$ cat src/sir_endec_common.sv
`timescale 1ns/10ps
`default_nettype none

package sir_endec_pkg;

	// rate table, indexed by rate_code
	localparam int RATE_COUNT = 13;
	localparam int RATE_TAB_SIZE = 16;
	localparam int unsigned RATE_BPS [RATE_COUNT] = '{
		115200, 57600, 38400, 19200, 14400, 12800, 9600,
		7200, 4800, 3600, 2400, 1800, 1200
	};
	localparam logic [3:0] RATE_CODE_MAX = 4'hc;

	// pulse shape
	localparam longint FIXED_PULSE_NS = 1627;
	localparam longint NS_PER_S = 1000000000;
	localparam longint SHORT_PULSE_NUM = 3;
	localparam longint SHORT_PULSE_DEN = 16;

	// control word layout, shared by the serial control character and the cfg register
	localparam int CFG_W = 8;
	localparam int CFG_RATE_LSB = 0;
	localparam int CFG_RATE_MSB = 3;
	localparam int CFG_PW_BIT = 4;
	localparam int CFG_OUT1_BIT = 5;
	localparam int CFG_OUT2_BIT = 6;
	// rate 9600, fixed pulse, echo suppression on, output two off
	localparam logic [CFG_W-1:0] CFG_RESET = 8'h36;

	// register port
	localparam int ADDR_W = 4;
	localparam logic [ADDR_W-1:0] CFG_ADDR = 4'h0;
	localparam logic [ADDR_W-1:0] STATUS_ADDR = 4'h4;
	localparam int STAT_PROG_BIT = 0;
	localparam int STAT_TX_BIT = 1;
	localparam int STAT_RX_BIT = 2;
	localparam int STAT_PEND_BIT = 3;

	localparam int TIMER_W = 16;
	localparam int UART_DATA_BITS = 8;
	localparam logic [2:0] LAST_DATA_BIT = 3'h7;

	typedef enum logic [1:0] {
		PROG_IDLE = 2'b00,
		PROG_START = 2'b01,
		PROG_DATA = 2'b11,
		PROG_STOP = 2'b10
	} prog_state_type;

endpackage

////////////////////////////////////////////////////////////////////////////////

module pin_filter #(
	parameter logic INIT = 1'b1
) (
	// clock and reset
	input wire logic clk,
	input wire logic rst_n,
	// pin and its clean level
	input wire logic pin,
	output logic level
);

	logic stage1;
	logic stage2;
	logic stage3;
	wire logic agree;

	// stage1 feeds stage2 only; a glitch must survive two samples
	assign agree = (stage2 == stage3);

	always_ff @(posedge clk) begin
		if (!rst_n) begin
			stage1 <= INIT;
			stage2 <= INIT;
			stage3 <= INIT;
			level <= INIT;
		end else begin
			stage1 <= pin;
			stage2 <= stage1;
			stage3 <= stage2;
			if (agree) begin
				level <= stage3;
			end
		end
	end

endmodule // pin_filter

`default_nettype wire

$ cat src/sir_pulse_endec.sv
// What this block does
// - zero bits pulse, one bits stay dark
// - start bit zero, data LSB first
// - pulses on infrared transmit output, selectable width
// - three-sixteenths at 9600 gives 19.5 us
// - both widths equal at 115200
// - transmit lamp follows transmitted data
// - received pulse stretched to one bit period
// - output independent of received pulse width
// - receive lamp follows decoded data
// - rate defaults to 9600 after reset
// - receive input gated by transmit activity
// - output one switches echo suppression, default on
// - serial receive output clean while transmitting
// - select high: character is control word
// - control byte: rate, width, two outputs
// - width bit one fixed, zero three-sixteenths
// - thirteen rate codes, 115200 down to 1200
`timescale 1ns/10ps
`default_nettype none

module sir_pulse_endec
	import sir_endec_pkg::*;
#(
	parameter int CLK_HZ = 10000000
) (
	// clock and reset
	input wire logic clk,
	input wire logic rst_n,
	// serial port side
	input wire logic uart_serial_in,
	input wire logic rate_program_select,
	output logic uart_serial_out,
	// transceiver side
	output logic ir_tx_out,
	input wire logic ir_rx_in,
	// indicators and programmable outputs
	output logic tx_activity_lamp,
	output logic rx_activity_lamp,
	output logic user_output_one,
	output logic user_output_two,
	// register port
	input wire logic [ADDR_W-1:0] reg_addr,
	input wire logic [CFG_W-1:0] reg_wdata,
	input wire logic reg_write,
	input wire logic reg_read,
	output logic [CFG_W-1:0] reg_rdata
);

	////////////////////////////////////////////////////////////////////////////
	// pin conditioning

	wire logic tx_line;
	wire logic prog_mode;
	wire logic rx_pin;

	// all three pins share one lag, so mode and line stay aligned
	pin_filter #(.INIT(1'b1)) tx_filter (
		.clk(clk),
		.rst_n(rst_n),
		.pin(uart_serial_in),
		.level(tx_line)
	);

	pin_filter #(.INIT(1'b0)) prog_filter (
		.clk(clk),
		.rst_n(rst_n),
		.pin(rate_program_select),
		.level(prog_mode)
	);

	pin_filter #(.INIT(1'b0)) rx_filter (
		.clk(clk),
		.rst_n(rst_n),
		.pin(ir_rx_in),
		.level(rx_pin)
	);

	////////////////////////////////////////////////////////////////////////////
	// configuration and timing tables

	logic [CFG_W-1:0] cfg;
	logic [CFG_W-1:0] pending;
	logic pending_valid;
	logic prog_prev;

	wire logic [3:0] rate_code;
	wire logic pulse_width_select;
	wire logic data_mode;
	wire logic prog_release;
	wire logic echo_suppress;

	assign rate_code = cfg[CFG_RATE_MSB:CFG_RATE_LSB];
	assign pulse_width_select = cfg[CFG_PW_BIT];
	assign data_mode = !prog_mode;
	assign prog_release = prog_prev && !prog_mode;
	assign echo_suppress = cfg[CFG_OUT1_BIT];

	logic [TIMER_W-1:0] bit_tab [RATE_TAB_SIZE];
	logic [TIMER_W-1:0] short_tab [RATE_TAB_SIZE];

	// rounded to nearest clock: 9600 gives 195 clocks (19.5 us) at 10 MHz
	for (genvar i = 0; i < RATE_TAB_SIZE; i++) begin : g_rate
		localparam longint BPS = longint'(RATE_BPS[(i < RATE_COUNT) ? i : RATE_COUNT - 1]);
		localparam longint HZ = longint'(CLK_HZ);
		assign bit_tab[i] = TIMER_W'((2 * HZ / BPS + 1) / 2);
		assign short_tab[i] = TIMER_W'(
			(2 * SHORT_PULSE_NUM * HZ / (SHORT_PULSE_DEN * BPS) + 1) / 2);
	end

	localparam longint FIXED_CYC_L =
		(2 * longint'(CLK_HZ) * FIXED_PULSE_NS / NS_PER_S + 1) / 2;
	localparam logic [TIMER_W-1:0] FIXED_CYC =
		TIMER_W'((FIXED_CYC_L < 1) ? 1 : FIXED_CYC_L);

	wire logic [TIMER_W-1:0] bit_cyc;
	wire logic [TIMER_W-1:0] pulse_cyc;
	wire logic [TIMER_W-1:0] half_cyc;
	wire logic [TIMER_W-1:0] bit_last;

	assign bit_cyc = bit_tab[rate_code];
	assign pulse_cyc = pulse_width_select ? FIXED_CYC : short_tab[rate_code];
	assign half_cyc = bit_cyc >> 1;
	assign bit_last = bit_cyc - TIMER_W'(1);

	////////////////////////////////////////////////////////////////////////////
	// transmit encoder

	logic tx_prev;
	logic [TIMER_W-1:0] tx_cnt;
	logic [TIMER_W-1:0] next_tx_cnt;
	wire logic tx_fall;
	wire logic tx_low;
	wire logic next_ir_tx;
	wire logic tx_busy;

	assign tx_fall = tx_prev && !tx_line;
	assign tx_low = data_mode && !tx_line;

	// a run of zeros restarts the bit clock at each bit boundary
	always_comb begin
		if (!tx_low) begin
			next_tx_cnt = bit_cyc;
		end else if (tx_fall) begin
			next_tx_cnt = '0;
		end else if (tx_cnt >= bit_last) begin
			next_tx_cnt = '0;
		end else begin
			next_tx_cnt = tx_cnt + TIMER_W'(1);
		end
	end

	// pulse_cyc stays below bit_cyc at every rate, so zeros never merge
	assign next_ir_tx = tx_low && (next_tx_cnt < pulse_cyc);
	assign tx_busy = tx_low || ir_tx_out;

	always_ff @(posedge clk) begin
		if (!rst_n) begin
			tx_prev <= 1'b1;
			tx_cnt <= '0;
			ir_tx_out <= 1'b0;
			tx_activity_lamp <= 1'b0;
		end else begin
			tx_prev <= tx_line;
			tx_cnt <= next_tx_cnt;
			ir_tx_out <= next_ir_tx;
			tx_activity_lamp <= tx_low;
		end
	end

	////////////////////////////////////////////////////////////////////////////
	// receive decoder

	logic rx_prev;
	logic stretch;
	logic [TIMER_W-1:0] rx_cnt;
	wire logic rx_gated;
	wire logic rx_rise;
	wire logic stretch_end;
	wire logic rx_out_low;

	// with output one set, echo of our own pulses never reaches the pulse detector
	assign rx_gated = rx_pin && !(echo_suppress && tx_busy);
	assign rx_rise = rx_gated && !rx_prev;
	assign stretch_end = stretch && (rx_cnt >= bit_last);
	// a stretch that began before transmit is cut, not left hanging
	assign rx_out_low = stretch && !(echo_suppress && tx_busy);

	always_ff @(posedge clk) begin
		if (!rst_n) begin
			rx_prev <= 1'b0;
			stretch <= 1'b0;
			rx_cnt <= '0;
		end else begin
			rx_prev <= rx_gated;
			if (rx_rise) begin
				stretch <= 1'b1;
				rx_cnt <= '0;
			end else if (stretch_end) begin
				stretch <= 1'b0;
			end else if (stretch) begin
				rx_cnt <= rx_cnt + TIMER_W'(1);
			end
		end
	end

	always_ff @(posedge clk) begin
		if (!rst_n) begin
			uart_serial_out <= 1'b1;
			rx_activity_lamp <= 1'b0;
		end else begin
			uart_serial_out <= !rx_out_low;
			// lamp shows what the uart sees, not the raw stretch
			rx_activity_lamp <= rx_out_low;
		end
	end

	////////////////////////////////////////////////////////////////////////////
	// control character receiver, 8N1 at the current rate

	prog_state_type prog_state;
	logic [TIMER_W-1:0] prog_cnt;
	logic [2:0] prog_bit;
	logic [UART_DATA_BITS-1:0] prog_shift;
	wire logic prog_tick;
	wire logic prog_half;
	wire logic char_done;

	assign prog_tick = (prog_cnt >= bit_last);
	assign prog_half = (prog_cnt >= half_cyc);
	// a character still finishing as select drops is not taken
	assign char_done = prog_mode && (prog_state == PROG_STOP) && prog_tick && tx_line;

	always_ff @(posedge clk) begin
		if (!rst_n || !prog_mode) begin
			prog_state <= PROG_IDLE;
			prog_cnt <= '0;
			prog_bit <= '0;
			prog_shift <= '0;
		end else begin
			unique case (prog_state)
				PROG_IDLE: begin
					prog_cnt <= '0;
					if (tx_fall) begin
						prog_state <= PROG_START;
					end
				end
				PROG_START: begin
					if (tx_line) begin
						prog_state <= PROG_IDLE;
					end else if (prog_half) begin
						prog_cnt <= '0;
						prog_bit <= '0;
						prog_state <= PROG_DATA;
					end else begin
						prog_cnt <= prog_cnt + TIMER_W'(1);
					end
				end
				PROG_DATA: begin
					if (prog_tick) begin
						prog_cnt <= '0;
						prog_shift <= {tx_line, prog_shift[UART_DATA_BITS-1:1]};
						prog_bit <= prog_bit + 3'h1;
						if (prog_bit == LAST_DATA_BIT) begin
							prog_state <= PROG_STOP;
						end
					end else begin
						prog_cnt <= prog_cnt + TIMER_W'(1);
					end
				end
				PROG_STOP: begin
					if (prog_tick) begin
						prog_cnt <= '0;
						prog_state <= PROG_IDLE;
					end else begin
						prog_cnt <= prog_cnt + TIMER_W'(1);
					end
				end
			endcase
		end
	end

	////////////////////////////////////////////////////////////////////////////
	// register port and configuration update

	wire logic cfg_hit;
	wire logic status_hit;
	wire logic rate_ok_bus;
	wire logic rate_ok_char;
	wire logic [CFG_W-1:0] bus_cfg;
	wire logic [CFG_W-1:0] char_cfg;
	wire logic [CFG_W-1:0] status_word;
	wire logic [CFG_W-1:0] read_mux;

	assign cfg_hit = (reg_addr == CFG_ADDR);
	assign status_hit = (reg_addr == STATUS_ADDR);
	assign rate_ok_bus = (reg_wdata[CFG_RATE_MSB:CFG_RATE_LSB] <= RATE_CODE_MAX);
	assign rate_ok_char = (prog_shift[CFG_RATE_MSB:CFG_RATE_LSB] <= RATE_CODE_MAX);
	// undefined rate codes keep the current rate; bit 7 is dropped
	assign bus_cfg = {1'b0, reg_wdata[CFG_OUT2_BIT:CFG_PW_BIT],
		rate_ok_bus ? reg_wdata[CFG_RATE_MSB:CFG_RATE_LSB] : rate_code};
	assign char_cfg = {1'b0, prog_shift[CFG_OUT2_BIT:CFG_PW_BIT],
		rate_ok_char ? prog_shift[CFG_RATE_MSB:CFG_RATE_LSB] : pending[CFG_RATE_MSB:CFG_RATE_LSB]};
	assign status_word[CFG_W-1:STAT_PEND_BIT+1] = '0;
	assign status_word[STAT_PEND_BIT] = pending_valid;
	assign status_word[STAT_RX_BIT] = stretch;
	assign status_word[STAT_TX_BIT] = tx_busy;
	assign status_word[STAT_PROG_BIT] = prog_mode;
	assign read_mux = cfg_hit ? cfg : (status_hit ? status_word : '0);

	always_ff @(posedge clk) begin
		if (!rst_n) begin
			cfg <= CFG_RESET;
			pending <= CFG_RESET;
			pending_valid <= 1'b0;
			prog_prev <= 1'b0;
			reg_rdata <= '0;
		end else begin
			prog_prev <= prog_mode;
			if (char_done) begin
				pending <= char_cfg;
				pending_valid <= 1'b1;
			end else if (prog_release) begin
				pending_valid <= 1'b0;
			end else if (prog_mode && !pending_valid) begin
				pending <= cfg;
			end
			// serial settings only once select drops, winning over a bus write in that cycle; a bus write otherwise applies at once
			if (prog_release && pending_valid) begin
				cfg <= pending;
			end else if (reg_write && cfg_hit) begin
				cfg <= bus_cfg;
			end
			reg_rdata <= reg_read ? read_mux : '0;
		end
	end

	assign user_output_one = cfg[CFG_OUT1_BIT];
	assign user_output_two = cfg[CFG_OUT2_BIT];

endmodule // sir_pulse_endec

`default_nettype wire

$ cat config.mk
export PLATFORM = sky130hd
export DESIGN_NAME = sir_pulse_endec
export DESIGN_NICKNAME = d
export VERILOG_FILES = /design/src/sir_endec_common.sv /design/src/sir_pulse_endec.sv
export SDC_FILE = /design/constraint.sdc
export NUM_CORES = 1
export LEC_CHECK = 0
export BUFFER_PORTS_ARGS = -buffer_cell sky130_fd_sc_hd__buf_2
export CAP_MARGIN = 0
export CORE_ASPECT_RATIO = 0.8
export CORE_UTILIZATION = 60
export CTS_CLUSTER_DIAMETER = 120
export DETAILED_ROUTE_END_ITERATION = 6
export GPL_TIMING_DRIVEN = 0
export PLACE_DENSITY_LB_ADDON = 0.25
export SYNTH_ARGS = -nofsm -noshare
export SYNTH_HDL_FRONTEND = slang
export SYNTH_SLANG_ARGS = --single-unit
$ cat constraint.sdc
create_clock -name clk -period 18.7 [get_ports clk]
set_input_delay 3.74 -clock clk [delete_from_list [all_inputs] [get_ports clk]]
set_output_delay 3.74 -clock clk [all_outputs]
set_load 0.05 [all_outputs]
== After elaboration in Yosys (flattened, before gate mapping) ==
Memory sizes are Yosys's and may differ from the RTL's.
Cells that the tools add are included.
Storage, ports and cells
  bits in registers: 106
  latch bits: 0
  RAM bits: 0
  ROM bits: 512
  output and inout bits: 14
  memories kept: 2
Memories
  (no name shown): words 16, width 16, read ports 1, clocked after Yosys merged registers in 0, write ports 0, RTL line sir_pulse_endec.sv:122  | assign pulse_cyc = pulse_width_select ? FIXED_CYC : short_tab[rate_code];
  (no name shown): words 16, width 16, read ports 1, clocked after Yosys merged registers in 0, write ports 0, RTL line sir_pulse_endec.sv:121  | assign bit_cyc = bit_tab[rate_code];
Cells by class
  $add $sub $neg: 5
  multiply operators: 0
  div/mod/pow operators: 0
  magnitude comparators: 8
  equality and inequality tests: 17
  shift-type cells: 0
  mux-type cells: 36
  bitwise operators: 4
  reductions and logical operators: 44
Operators by type and width (count)
  $mux W16: 11
  $add A16 B1 Y16 const B: 3
  $ge A16 B16 Y1: 3
  $pmux W16 S3: 1
  $mux W8: 3
  $mux W7: 3
  $ge A16 B15 Y1: 1
  $lt A16 B16 Y1: 1
  $sub A16 B1 Y16 const B: 1
  $logic_and A1 B1 Y1: 15
  $mux W2: 6
  $mux W4: 3
  $ne A2 B2 Y1 const B: 6
  $reduce_and A2 Y1: 6
  $reduce_bool A2 Y1: 6
  $mux W3: 3
  $le A4 B4 Y1 const B: 2
  $pmux W2 S4: 1
  $logic_not A1 Y1: 7
  $pmux W3 S2: 1
  $reduce_or A2 Y1: 3
  $ge A5 B5 Y1 const B: 1
  $not A4 Y5: 1
  $reduce_and A5 Y1: 1
  15 further kinds: 25

== Depth between registers and ports, before layout ==
Gate-level depths: netlist of the first run.
  word-level depth: 11
  depth in mapped cells: 28

== Hierarchy ==
From an unflattened synthesis of the first run, not the netlist that was laid out.
Unflattened totals
  cell total of the unflattened synthesis: 861
  area total of the unflattened synthesis: 7213.2 um^2
By module, submodules not included
  sir_pulse_endec: times used 1, cells an instance 831, area an instance 6867.8 um^2, seq. area each 1881.8 um^2
  pin_filter (prog_filter ...): times used 2, cells an instance 10, area an instance 116.4 um^2, seq. area each 80.1 um^2
  pin_filter (tx_filter): times used 1, cells an instance 10, area an instance 112.6 um^2, seq. area each 80.1 um^2

== Worst setup path before layout of the first run ==
OpenSTA, ideal clock, no wires.
  kind: register -> register
  from: reg cfg[0]
  to: reg ir_tx_out
  library setup time: 0.112 ns
  arrival time: 6.035 ns
  path slack: 12.553 ns
  cell stages (with the launch flop): 28
  path buffers: 2
  cells stage by stage: dfxtp_1 buf_2 inv_1 ha_1 buf_2 nor2_1 o32ai_2 ha_1 o211ai_1 o311ai_1 and2_1 xnor2_1 ha_1 a2111oi_0 nor3_1 o22ai_1 o21a_1 o311ai_4 o22ai_1 ha_1 a21o_1 a21o_1 a21oi_1 o21ai_0 a21o_1 a221oi_1 a21boi_0 a2111oi_1
On the way
  cells in the longest elaborated chain, start to end: 11
Ends and longest elaborated chain
  start, declared: RTL line sir_pulse_endec.sv:82  | logic [CFG_W-1:0] cfg;
  start signal, assigned: RTL line sir_pulse_endec.sv:330  | cfg <= pending;
  start signal, assigned: RTL line sir_pulse_endec.sv:332  | cfg <= bus_cfg;
  $not A4 Y5 (implied by the code) (*): RTL line sir_pulse_endec.sv:121
  $mem_v2 Z16 W16 (*)
  $mux W16 (implied by the code) (*) (2 in series): RTL line sir_pulse_endec.sv:121
  $sub A16 B1 Y16: RTL line sir_pulse_endec.sv:124  | assign bit_last = bit_cyc - TIMER_W'(1);
  $ge A16 B16 Y1: RTL line sir_pulse_endec.sv:146  | end else if (tx_cnt >= bit_last) begin
  $mux W16: RTL line sir_pulse_endec.sv:146
  $mux W16: RTL line sir_pulse_endec.sv:144  | end else if (tx_fall) begin
  $mux W16 (*): RTL line sir_pulse_endec.sv:142  | if (!tx_low) begin
  via next_tx_cnt[5]: RTL line sir_pulse_endec.sv:131  | logic [TIMER_W-1:0] next_tx_cnt;
  $lt A16 B16 Y1 (*): RTL line sir_pulse_endec.sv:154  | assign next_ir_tx = tx_low && (next_tx_cnt < pulse_cyc);
  $logic_and A1 B1 Y1 (*): RTL line sir_pulse_endec.sv:154
  end signal, assigned: RTL line sir_pulse_endec.sv:166  | ir_tx_out <= next_ir_tx;
  end, declared: RTL line sir_pulse_endec.sv:35  | output logic ir_tx_out,
Mark *: on every way through the listed nets, which the timed path passes. The rest lies on a longest branch. The select of a mux whose other input is x is not followed.
A chain may end at the register's enable or synchronous reset.

== Worst setup path in the final report of the first run ==
Ends and elaborated chain as after synthesis.

==> results of run 1 <==
## kinds of logic (layout without fill, tap and decap cells)
family,count (synthesis),in the layout,synth area share
muxes,34,34,0.0503
adders and majority gates,69,69,0.122
DFF,106,106,0.303
AOI/OAI and AO/OA,200,200,0.201
xor gates and xnor gates,46,46,0.0576
and+or+nand+nor,306,306,0.223
buffers and inverters,68,113,0.0426
## worst min-delay path by stage
stage / cells after the start / to / slack, ps
6_report: 1 / tx_filter.stage2 / 440
3_5_place_dp: 1 / tx_filter.stage2 / 420
5_1_grt: 1 / tx_filter.stage2 / 450
2_1_floorplan: 1 / tx_filter.stage2 / 390
3_3_place_gp: 1 / tx_filter.stage2 / 400
4_1_cts: 1 / tx_filter.stage2 / 440
## area by class of cell
cell class                      count  area share
Clock inverter                      7      0.0116
Sequential cell                   106       0.278
Inverter                           27      0.0133
Timing Repair Buffer               29      0.0190
Clock buffer                        9      0.0295
Multi-Input combinational cell    655       0.599
Tap cell                          144      0.0236
Buffer                             41      0.0257
## power breakdown
| group | total, mW | switching [mW] | internal, mW |
|---|---|---|---|
| clock network | 0.198 | 0.101 | 0.0968 |
| logic | 0.0388 | 0.0235 | 0.0152 |
| registers | 0.230 | 0.00205 | 0.227 |
## worst reg2reg max path, stage by stage (launching register included)
cell	delay, ps
dfxtp_1	560
buf_2	350
inv_1	260
ha_1	350
buf_2	220
nor2_1	80
o32ai_2	710
ha_1	370
o211ai_1	110
o311ai_1	560
and2_1	340
xnor2_1	220
ha_1	250
a2111oi_0	70
nor3_1	390
o22ai_1	150
o21a_1	240
o311ai_4	530
o22ai_1	210
ha_1	350
a21o_1	160
a21o_1	170
a21oi_1	200
o21ai_0	150
a21o_1	200
a221oi_1	350
a21boi_0	140
a2111oi_1	370
## state kept, by name, indices dropped and copies added (netlist names), 2 cells and up
name / flops
rx_cnt: 16
reg_rdata: 8
prog_state: 2
prog_bit: 3
pending: 8
prog_shift: 8
tx_cnt: 16
cfg: 8
prog_cnt: 16
## per-stage QoR
stage               cell area [sq um]   util
CTS                              7630  0.688
detailed placement               7320  0.659
global placement                 7320  0.659
global route                     7630  0.688
floorplan                        6990      -
finish                           7630  0.688
## layer usage
metal / routed length [um] / share of wire / track usage / up-vias
li1: - / - / - / 3070
met1: 8640 / 0.43 / 0.478 / 3178
met2: 9040 / 0.45 / 0.551 / 351
met3: 2050 / 0.10 / 0.0799 / 55
met4: 559 / 0.028 / 0.118 / 0
met5: 0 / 0 / 0 / -
## layout by cell type, fill, tap and decap left out, drive strengths merged, types with 4 or more instances in the layout
cell and count:
o21a 11, nand3 32, mux2i 28, nor2b 11
nor3 15, a21o 16, o22ai 17, xnor2 21
and2 37, clkbuf 33, buf 46, inv 30
a31oi 8, dfxtp 106, mux2 6, a21boi 6
xor2 25, a21oi 31, o21ai 45, nand2b 20
a211oi 7, and4 4, o211a 5, or3 4
a22oi 4, nor2 64, nand2 73, nand4 7
ha 65, o211ai 8, maj3 4, and3 19
nor4 5, clkinv 4, or2 4
## synth_stat cells (4+ instances only)
cell,number,share of area
a211oi_1,7,0.0075
a21boi_0,4,0.0043
a21o_1,16,0.017
a21oi_1,31,0.022
a22oi_1,4,0.0043
a31oi_1,8,0.0072
and2_1,36,0.032
and3_1,19,0.017
and4_1,4,0.0050
buf_2,7,0.0050
buf_4,7,0.0075
clkbuf_1,24,0.013
dfxtp_1,106,0.30
ha_1,65,0.12
inv_1,25,0.013
mux2_2,4,0.0064
mux2i_1,28,0.040
nand2_1,73,0.039
nand2b_1,20,0.018
nand3_1,32,0.023
nand4_1,7,0.0063
nor2_1,64,0.034
nor2b_1,11,0.0098
nor3_1,15,0.011
nor4_1,5,0.0045
o211a_1,5,0.0072
o211ai_1,7,0.0075
o21a_1,11,0.012
o21ai_0,43,0.031
o22ai_1,17,0.015
or3_1,4,0.0036
xnor2_1,21,0.026
xor2_1,25,0.031
==> impl_metrics.yaml, run 1 <==
setup_path:
  worst_path_most_repeated_cell: "ha_1"
  worstReg2RegStart: "cfg[0]"
  cp-end-kind: "flop"
  crit_required_ps: 18950
  critPathTopFamily: "compound AO/OA/AOI/OAI gates"
  crit_type: "reg -> reg"
  reg2regPathDepth: 27
  arrival_ps: 8400
  reg2reg_to: "ir_tx_out"
  crit_buf_inv: 3
  max_stage_delay_ps: 710
  critPathSlowestCell: "o32ai_2"
  endpoint: "ir_tx_out"
  reg2reg_slack_ps: 10560
  crit_fanout: 10
  cp.depth: 27
  start_kind: "flop"
  cp-startpoint: "cfg[0]"
die:
  die_x_um: 123
  die_y_um: 98.6
  io_pins: 33
  start_util: 0.630
  placementRows: 34
  die_area_sq_um: 12100
  core_area_sq_um: 11100
finish:
  multi_input_area_sq_um: 4570
  diodes: 0
  syn_to_final_growth_pct: 9.14
  nFillCells: 892
  drive_gt1_frac: 0.0892
  layoutNonFillerInstCount: 1018
  register_area_sq_um: 2120
  nets: 953
timing:
  finalCritPeriodShare: 0.436
  setup_tns_ps: 0
  finalHoldViolCount: 0
  tightest_slew_ps: 854
  max_slew_margin: 0.425
  maxSlewViolCount: 0
  finalSetupViolations: 0
  rsz0062_at_grt: "no"
  holdWs_ps: 442
  max_freq_mhz: 123
  post-route-min-period_ps: 8140
  finalClockSkew_ps: 12.9
  setup_slack_ps: 10560
routing:
  wire_per_inst_um: 19.9
  wl_um: 20300
  viasPerCell: 6.54
  first_pass_iters: 5
  drc: 0
  drt-initial-drc-count: 813
  antenna_left: 0
  vias: 6654
grt:
  grt_pass1_wl_um: 33100
  grt.total_usage: 0.352
  antenna_found_initial: 0
  overflow: 0
  grt_max_degree: 23
  grt_pass1_vias: 6433
clock_network:
  tritoncts: "built"
  cts_max_path_buffers: 2
  cts_root_buf: "clkbuf_16"
  cts_resized: 0
  htree_levels: 3
  path_clk_slew_ps: 80
  hold_buffers: 0
  cts_sinks: 106
  numCtsBuffers: 9
  worstSkewPairLatency_ps: 360
  post_cts_buffers: 0
synth:
  syn_area_sq_um: 6990
  ys_ff_latch: 106
  avgSynthCellArea_sq_um: 8.44
  synthDistinctLibCells: 82
  async_flop_share: 0
  seq_area_frac_synth: 0.303
  netlist_instances: 829
  synth_flop_cell: "dfxtp_1"
  syn_nets: 913
  yosysWarnings: 0
  synth_edf_count: 0
placed_design:
  hpwl_um: 15400
  dp.cells: 1002
  place_congestion: 0.945
  port_buffers: 29
  place_ws_ps: 10780
hold_path:
  min-delay-start: "tx_filter.stage1"
  hold_path_class: "reg -> reg"
pwr:
  vdd_drop_max_mv: 0.0710
  total_power_mw: 0.466
  p_leak_nw: 3.11
  power_density_nw_per_um2: 61.1
run_status:
  status: "finished clean"
flow_run:
  drv_cap: 0
Note: power is estimated with default switching activity, not from simulation.
==> run 2, diff against run 1 <==
==> constraint.sdc (replaced) <==
create_clock -name clk -period 8.2 [get_ports clk]
set_input_delay 1.64 -clock clk [delete_from_list [all_inputs] [get_ports clk]]
set_output_delay 1.64 -clock clk [all_outputs]
set_load 0.05 [all_outputs]
==> run 2 against run 1 <==
Effect of this change:
- register-to-register slack worse by 10000 ps
- first-iteration DRC count down 8.4%
- highest routed layer unchanged
- combinational power up 130%
- sequential cell count unchanged
- largest power group unchanged
- setup slack worse by 10000 ps
- via count down 0.32%
==> impl_metrics.yaml, run 2 (synthesis gave the netlist of run 1 again) <==
run_status:
  status: "finished clean"
setup_path:
  reg2reg_to: "ir_tx_out"
  crit_required_ps: 8450
  crit_buf_inv: 3
  critPathSlowestCell: "dfxtp_1"
  max_stage_delay_ps: 590
  crit_type: "reg -> reg"
  reg2regPathDepth: 27
  reg2reg_slack_ps: 460
  cp-end-kind: "flop"
  critPathTopFamily: "compound AO/OA/AOI/OAI gates"
  worst_path_most_repeated_cell: "ha_1"
  crit_fanout: 10
  arrival_ps: 7990
  start_kind: "flop"
  worstReg2RegStart: "cfg[0]"
timing:
  maxSlewViolCount: 0
  finalClockSkew_ps: 11.1
  tightest_slew_ps: 798
  finalHoldViolCount: 0
  setup_slack_ps: 463
  rsz0062_at_grt: "no"
  post-route-min-period_ps: 7740
  finalSetupViolations: 0
  setup_tns_ps: 0
  max_freq_mhz: 129
  max_slew_margin: 0.462
  finalCritPeriodShare: 0.944
  holdWs_ps: 435
hold_path:
  hold_path_class: "reg -> reg"
  holdPathStages: 1
  min-delay-start: "tx_filter.stage1"
  min_to: "tx_filter.stage2"
routing:
  antenna_left: 0
  wire_per_inst_um: 20.0
  drt-initial-drc-count: 745
  vias: 6633
  first_pass_iters: 5
  wl_um: 20400
  viasPerCell: 6.49
  drc: 0
finish:
  layout_commonest_cell: "dfxtp_1"
  final_design_area_no_fill_sq_um: 7680
  register_area_sq_um: 2120
  multi_input_area_sq_um: 4590
  layoutNonFillerInstCount: 1022
  syn_to_final_growth_pct: 9.84
  diodes: 0
  reg.largest.list: "prog_cnt (16), rx_cnt (16), tx_cnt (16)"
  utilization: 0.692
  mostFrequentLayoutCells: "dfxtp_1 (106), nand2_1 (73), ha_1 (65), nor2_1 (64), o21ai_0 (43)"
  drive_gt1_frac: 0.0945
  nets: 957
  nFillCells: 891
grt:
  grt_max_degree: 23
  overflow: 0
  grt_pass1_wl_um: 33100
  antenna_found_initial: 0
  grt_pass1_vias: 6433
  grt.total_usage: 0.352
die:
  start_util: 0.630
  die_x_um: 123
  core_area_sq_um: 11100
  die_area_sq_um: 12100
  placementRows: 34
  io_pins: 33
  die_y_um: 98.6
pwr:
  total_power_mw: 1.06
  pwr-share-clk: 0.424
  intPower_mw: 0.775
  power.switching_mw: 0.289
  p_leak_nw: 3.13
  seqPwrFrac: 0.492
  power_density_nw_per_um2: 138
  vdd_drop_max_mv: 0.162
  pwr-share-comb: 0.084
  sw_frac_of_total: 0.271
clock_network:
  htree_levels: 3
  cts_max_path_buffers: 2
  numCtsBuffers: 9
  path_clk_slew_ps: 80
  worstSkewPairLatency_ps: 360
  cts_root_buf: "clkbuf_16"
  tritoncts: "built"
  hold_buffers: 0
  cts_sinks: 106
placed_design:
  port_buffers: 29
  hpwl_um: 15400
  place_congestion: 0.945
  place_area_sq_um: 7320
  dp.cells: 1002
  place_ws_ps: 280
flow_run:
  drv_cap: 0
-- run 2: layout make-up --
cell class | instances | area share
Clock inverter | 7 | 0.0116
Tap cell | 144 | 0.0235
Buffer | 41 | 0.0256
Multi-Input combinational cell | 655 | 0.598
Inverter | 27 | 0.0132
Sequential cell | 106 | 0.276
Clock buffer | 9 | 0.0293
Timing Repair Buffer | 33 | 0.0228
-- run 2: worst max-delay path by stage --
| stage | from | to | cells after the start | slack, ps |
|---|---|---|---|---|
| floorplan | cfg[0] | ir_tx_out | 27 | 2050 |
| global placement | cfg[0] | ir_tx_out | 27 | 400 |
| detailed placement | cfg[0] | ir_tx_out | 27 | 280 |
| CTS | cfg[0] | ir_tx_out | 27 | 240 |
| global route | cfg[0] | ir_tx_out | 27 | 40 |
| finish | cfg[0] | ir_tx_out | 27 | 460 |
-- run 2: power by group through the flow --
| stage | registers [mW] | logic [mW] | clock network (mW) |
|---|---|---|---|
| 6_report | 0.523 | 0.0896 | 0.451 |
| 5_1_grt | 0.524 | 0.0987 | 0.474 |
| 4_1_cts | 0.523 | 0.0862 | 0.452 |
| 3_5_place_dp | 0.535 | 0.0849 | 0 |
| 3_3_place_gp | 0.535 | 0.0825 | 0 |
| 2_1_floorplan | 0.535 | 0.0595 | 0 |
-- run 2: what timing repair did --
action / 4_1_cts / 5_1_grt
resized for setup: 0 / 2
endpoints found under the setup margin: 0 / 1
hold endpoints to repair: 0 / 0
setup buffers: 0 / 4
-- run 2: layer usage --
layer / routed length [um] / GRT usage / vias up
met2: 9180 / 0.551 / 352
li1: - / - / 3077
met3: 2080 / 0.0799 / 48
met4: 530 / 0.118 / 0
met1: 8630 / 0.478 / 3156
met5: 0 / 0 / -
==> run 3, diff against run 2 <==
--- a/config.mk
+++ b/config.mk
@@ -6,13 +6,13 @@
 export NUM_CORES = 1
 export LEC_CHECK = 0
 export BUFFER_PORTS_ARGS = -buffer_cell sky130_fd_sc_hd__buf_2
-export CAP_MARGIN = 0
+export CAP_MARGIN = 20
 export CORE_ASPECT_RATIO = 0.8
 export CORE_UTILIZATION = 60
 export CTS_CLUSTER_DIAMETER = 120
 export DETAILED_ROUTE_END_ITERATION = 6
 export GPL_TIMING_DRIVEN = 0
-export PLACE_DENSITY_LB_ADDON = 0.25
+export PLACE_DENSITY = 0.78
 export SYNTH_ARGS = -nofsm -noshare
 export SYNTH_HDL_FRONTEND = slang
 export SYNTH_SLANG_ARGS = --single-unit
==> run 3 against run 2 <==
Effect of this change:
- sequential power barely moved
- routed wire length fell by 2.2%
- total power fell by 1.0%
- cell area fell by 0.34%
- combinational power rose by 0.4%
- largest cell class unchanged
- clock power fell by 2%
==> impl_metrics.yaml, run 3 (synthesis gave the netlist of run 1 again) <==
routing:
  viasPerCell: 6.53
  vias: 6657
  drt-initial-drc-count: 724
  first_pass_iters: 5
  wl_um: 20000
  wire_per_inst_um: 19.6
  antenna_left: 0
  drc: 0
pwr:
  power_density_nw_per_um2: 137
  total_power_mw: 1.05
  vdd_drop_max_mv: 0.133
  p_leak_nw: 3.12
hold_path:
  hold_path_class: "reg -> reg"
grt:
  grt_pass1_wl_um: 31800
  overflow: 0
  antenna_found_initial: 0
  grt_max_degree: 22
  grt.total_usage: 0.337
  grt_pass1_vias: 6158
setup_path:
  crit_required_ps: 8440
  start_kind: "flop"
  crit_type: "reg -> reg"
  crit_fanout: 10
  cp-end-kind: "flop"
  arrival_ps: 7930
timing:
  finalHoldViolCount: 0
  finalCritPeriodShare: 0.938
  post-route-min-period_ps: 7690
  finalSetupViolations: 0
  max_slew_margin: 0.489
  setup_tns_ps: 0
  tightest_slew_ps: 758
  max_freq_mhz: 130
  finalClockSkew_ps: 8.73
  maxSlewViolCount: 0
  rsz0062_at_grt: "no"
clock_network:
  cts_root_buf: "clkbuf_16"
  cts_sinks: 106
  cts_max_path_buffers: 2
  path_clk_slew_ps: 80
  htree_levels: 3
  worstSkewPairLatency_ps: 350
  numCtsBuffers: 9
  tritoncts: "built"
finish:
  drive_gt1_frac: 0.0925
  diodes: 0
  nFillCells: 896
  nets: 955
  layout_commonest_cell: "dfxtp_1"
  mostFrequentLayoutCells: "dfxtp_1 (106), nand2_1 (73), ha_1 (65), nor2_1 (64), o21ai_0 (43)"
  reg.largest.list: "prog_cnt (16), rx_cnt (16), tx_cnt (16)"
  syn_to_final_growth_pct: 9.46
die:
  start_util: 0.630
  placementRows: 34
  die_y_um: 98.6
  die_area_sq_um: 12100
  die_x_um: 123
  core_area_sq_um: 11100
  io_pins: 33
run_status:
  status: "finished clean"
flow_run:
  drv_cap: 0
placed_design:
  hpwl_um: 15200
  place_congestion: 0.928
  port_buffers: 29
==> run 3: cell types whose count changed in the layout (fill, tap and decap cells not counted) <==
| cell | before | now |
|---|---|---|
| buf_4 | 11 | 9 |
| clkinvlp_4 | 0 | 1 |
| inv_6 | 2 | 0 |
| clkinv_4 | 0 | 1 |
| clkinv_8 | 3 | 1 |
| inv_8 | 2 | 4 |
==> run 3: path summary, 6_finish.rpt <==
kind / startpoint / to / slack (ps) / depth (start not counted)
worst min register to register: rx_filter.stage1 / rx_filter.stage2 / 440 / 1
worst max-delay path: cfg[0] / ir_tx_out / 510 / 27
worst max register to register: cfg[0] / ir_tx_out / 510 / 27
worst min-delay path: rx_filter.stage1 / rx_filter.stage2 / 440 / 1
==> run 3: timing repair <==
| action | in CTS | in global routing |
|---|---|---|
| buffers inserted | 0 | 2 |
| hold buffers | 0 | 0 |
| endpoints found under the setup margin | 0 | 1 |
| resized for setup | 0 | 2 |
==> run 3: area by class of cell <==
class	count	area, sq um	area share
clock buffer	9	225	0.0294
inverter	27	101	0.0132
sequential	106	2120	0.277
clock inverter	7	77.6	0.0101
multi-input combinational	655	4590	0.600
buffer	41	196	0.0257
timing repair buffer	31	160	0.0209
tap	144	180	0.0235
==> run 3: critical path, stage by stage, from the launching register on <==
cell	delay, ps
dfxtp_1	570
buf_2	350
inv_1	240
ha_1	340
buf_2	220
nor2_1	100
o32ai_4	400
ha_1	300
o211ai_1	150
o311ai_2	370
and2_1	320
xnor2_1	230
ha_1	290
a2111oi_0	90
nor3_1	380
o22ai_1	150
o21a_1	240
o311ai_4	530
o22ai_1	210
ha_1	350
a21o_1	160
a21o_1	160
a21oi_1	180
o21ai_0	130
a21o_1	200
a221oi_1	350
a21boi_0	150
a2111oi_1	400
==> run 3: through the flow <==
stage | hold WS (ps) | cells | worst slack (ps) | util | instance area [sq um]
floorplan | 386 | 829 | 2050 | - | 6990
global placement | 398 | 1002 | 416 | 0.659 | 7320
detailed placement | 419 | 1002 | 294 | 0.659 | 7320
CTS | 440 | 1018 | 162 | 0.687 | 7620
global route | 469 | 1020 | 113 | 0.690 | 7660
finish | 438 | 1020 | 506 | 0.690 | 7660
==> run 3: per-layer routing <==
| metal | share of wire | vias to the layer above | wire (um) | track usage |
|---|---|---|---|---|
| li1 | - | 3076 | - | - |
| met1 | 0.46 | 3196 | 9130 | 0.486 |
| met2 | 0.44 | 336 | 8790 | 0.513 |
| met3 | 0.082 | 49 | 1630 | 0.0602 |
| met4 | 0.020 | 0 | 409 | 0.0929 |
| met5 | 0 | - | 0 | 0 |
==> run 3: power breakdown <==
part / internal [mW] / switching, mW / total [mW]
combinational: 0.0354 / 0.0546 / 0.0900
clock: 0.218 / 0.221 / 0.440
sequential: 0.519 / 0.00442 / 0.523
total: 0.772 / 0.280 / 1.05
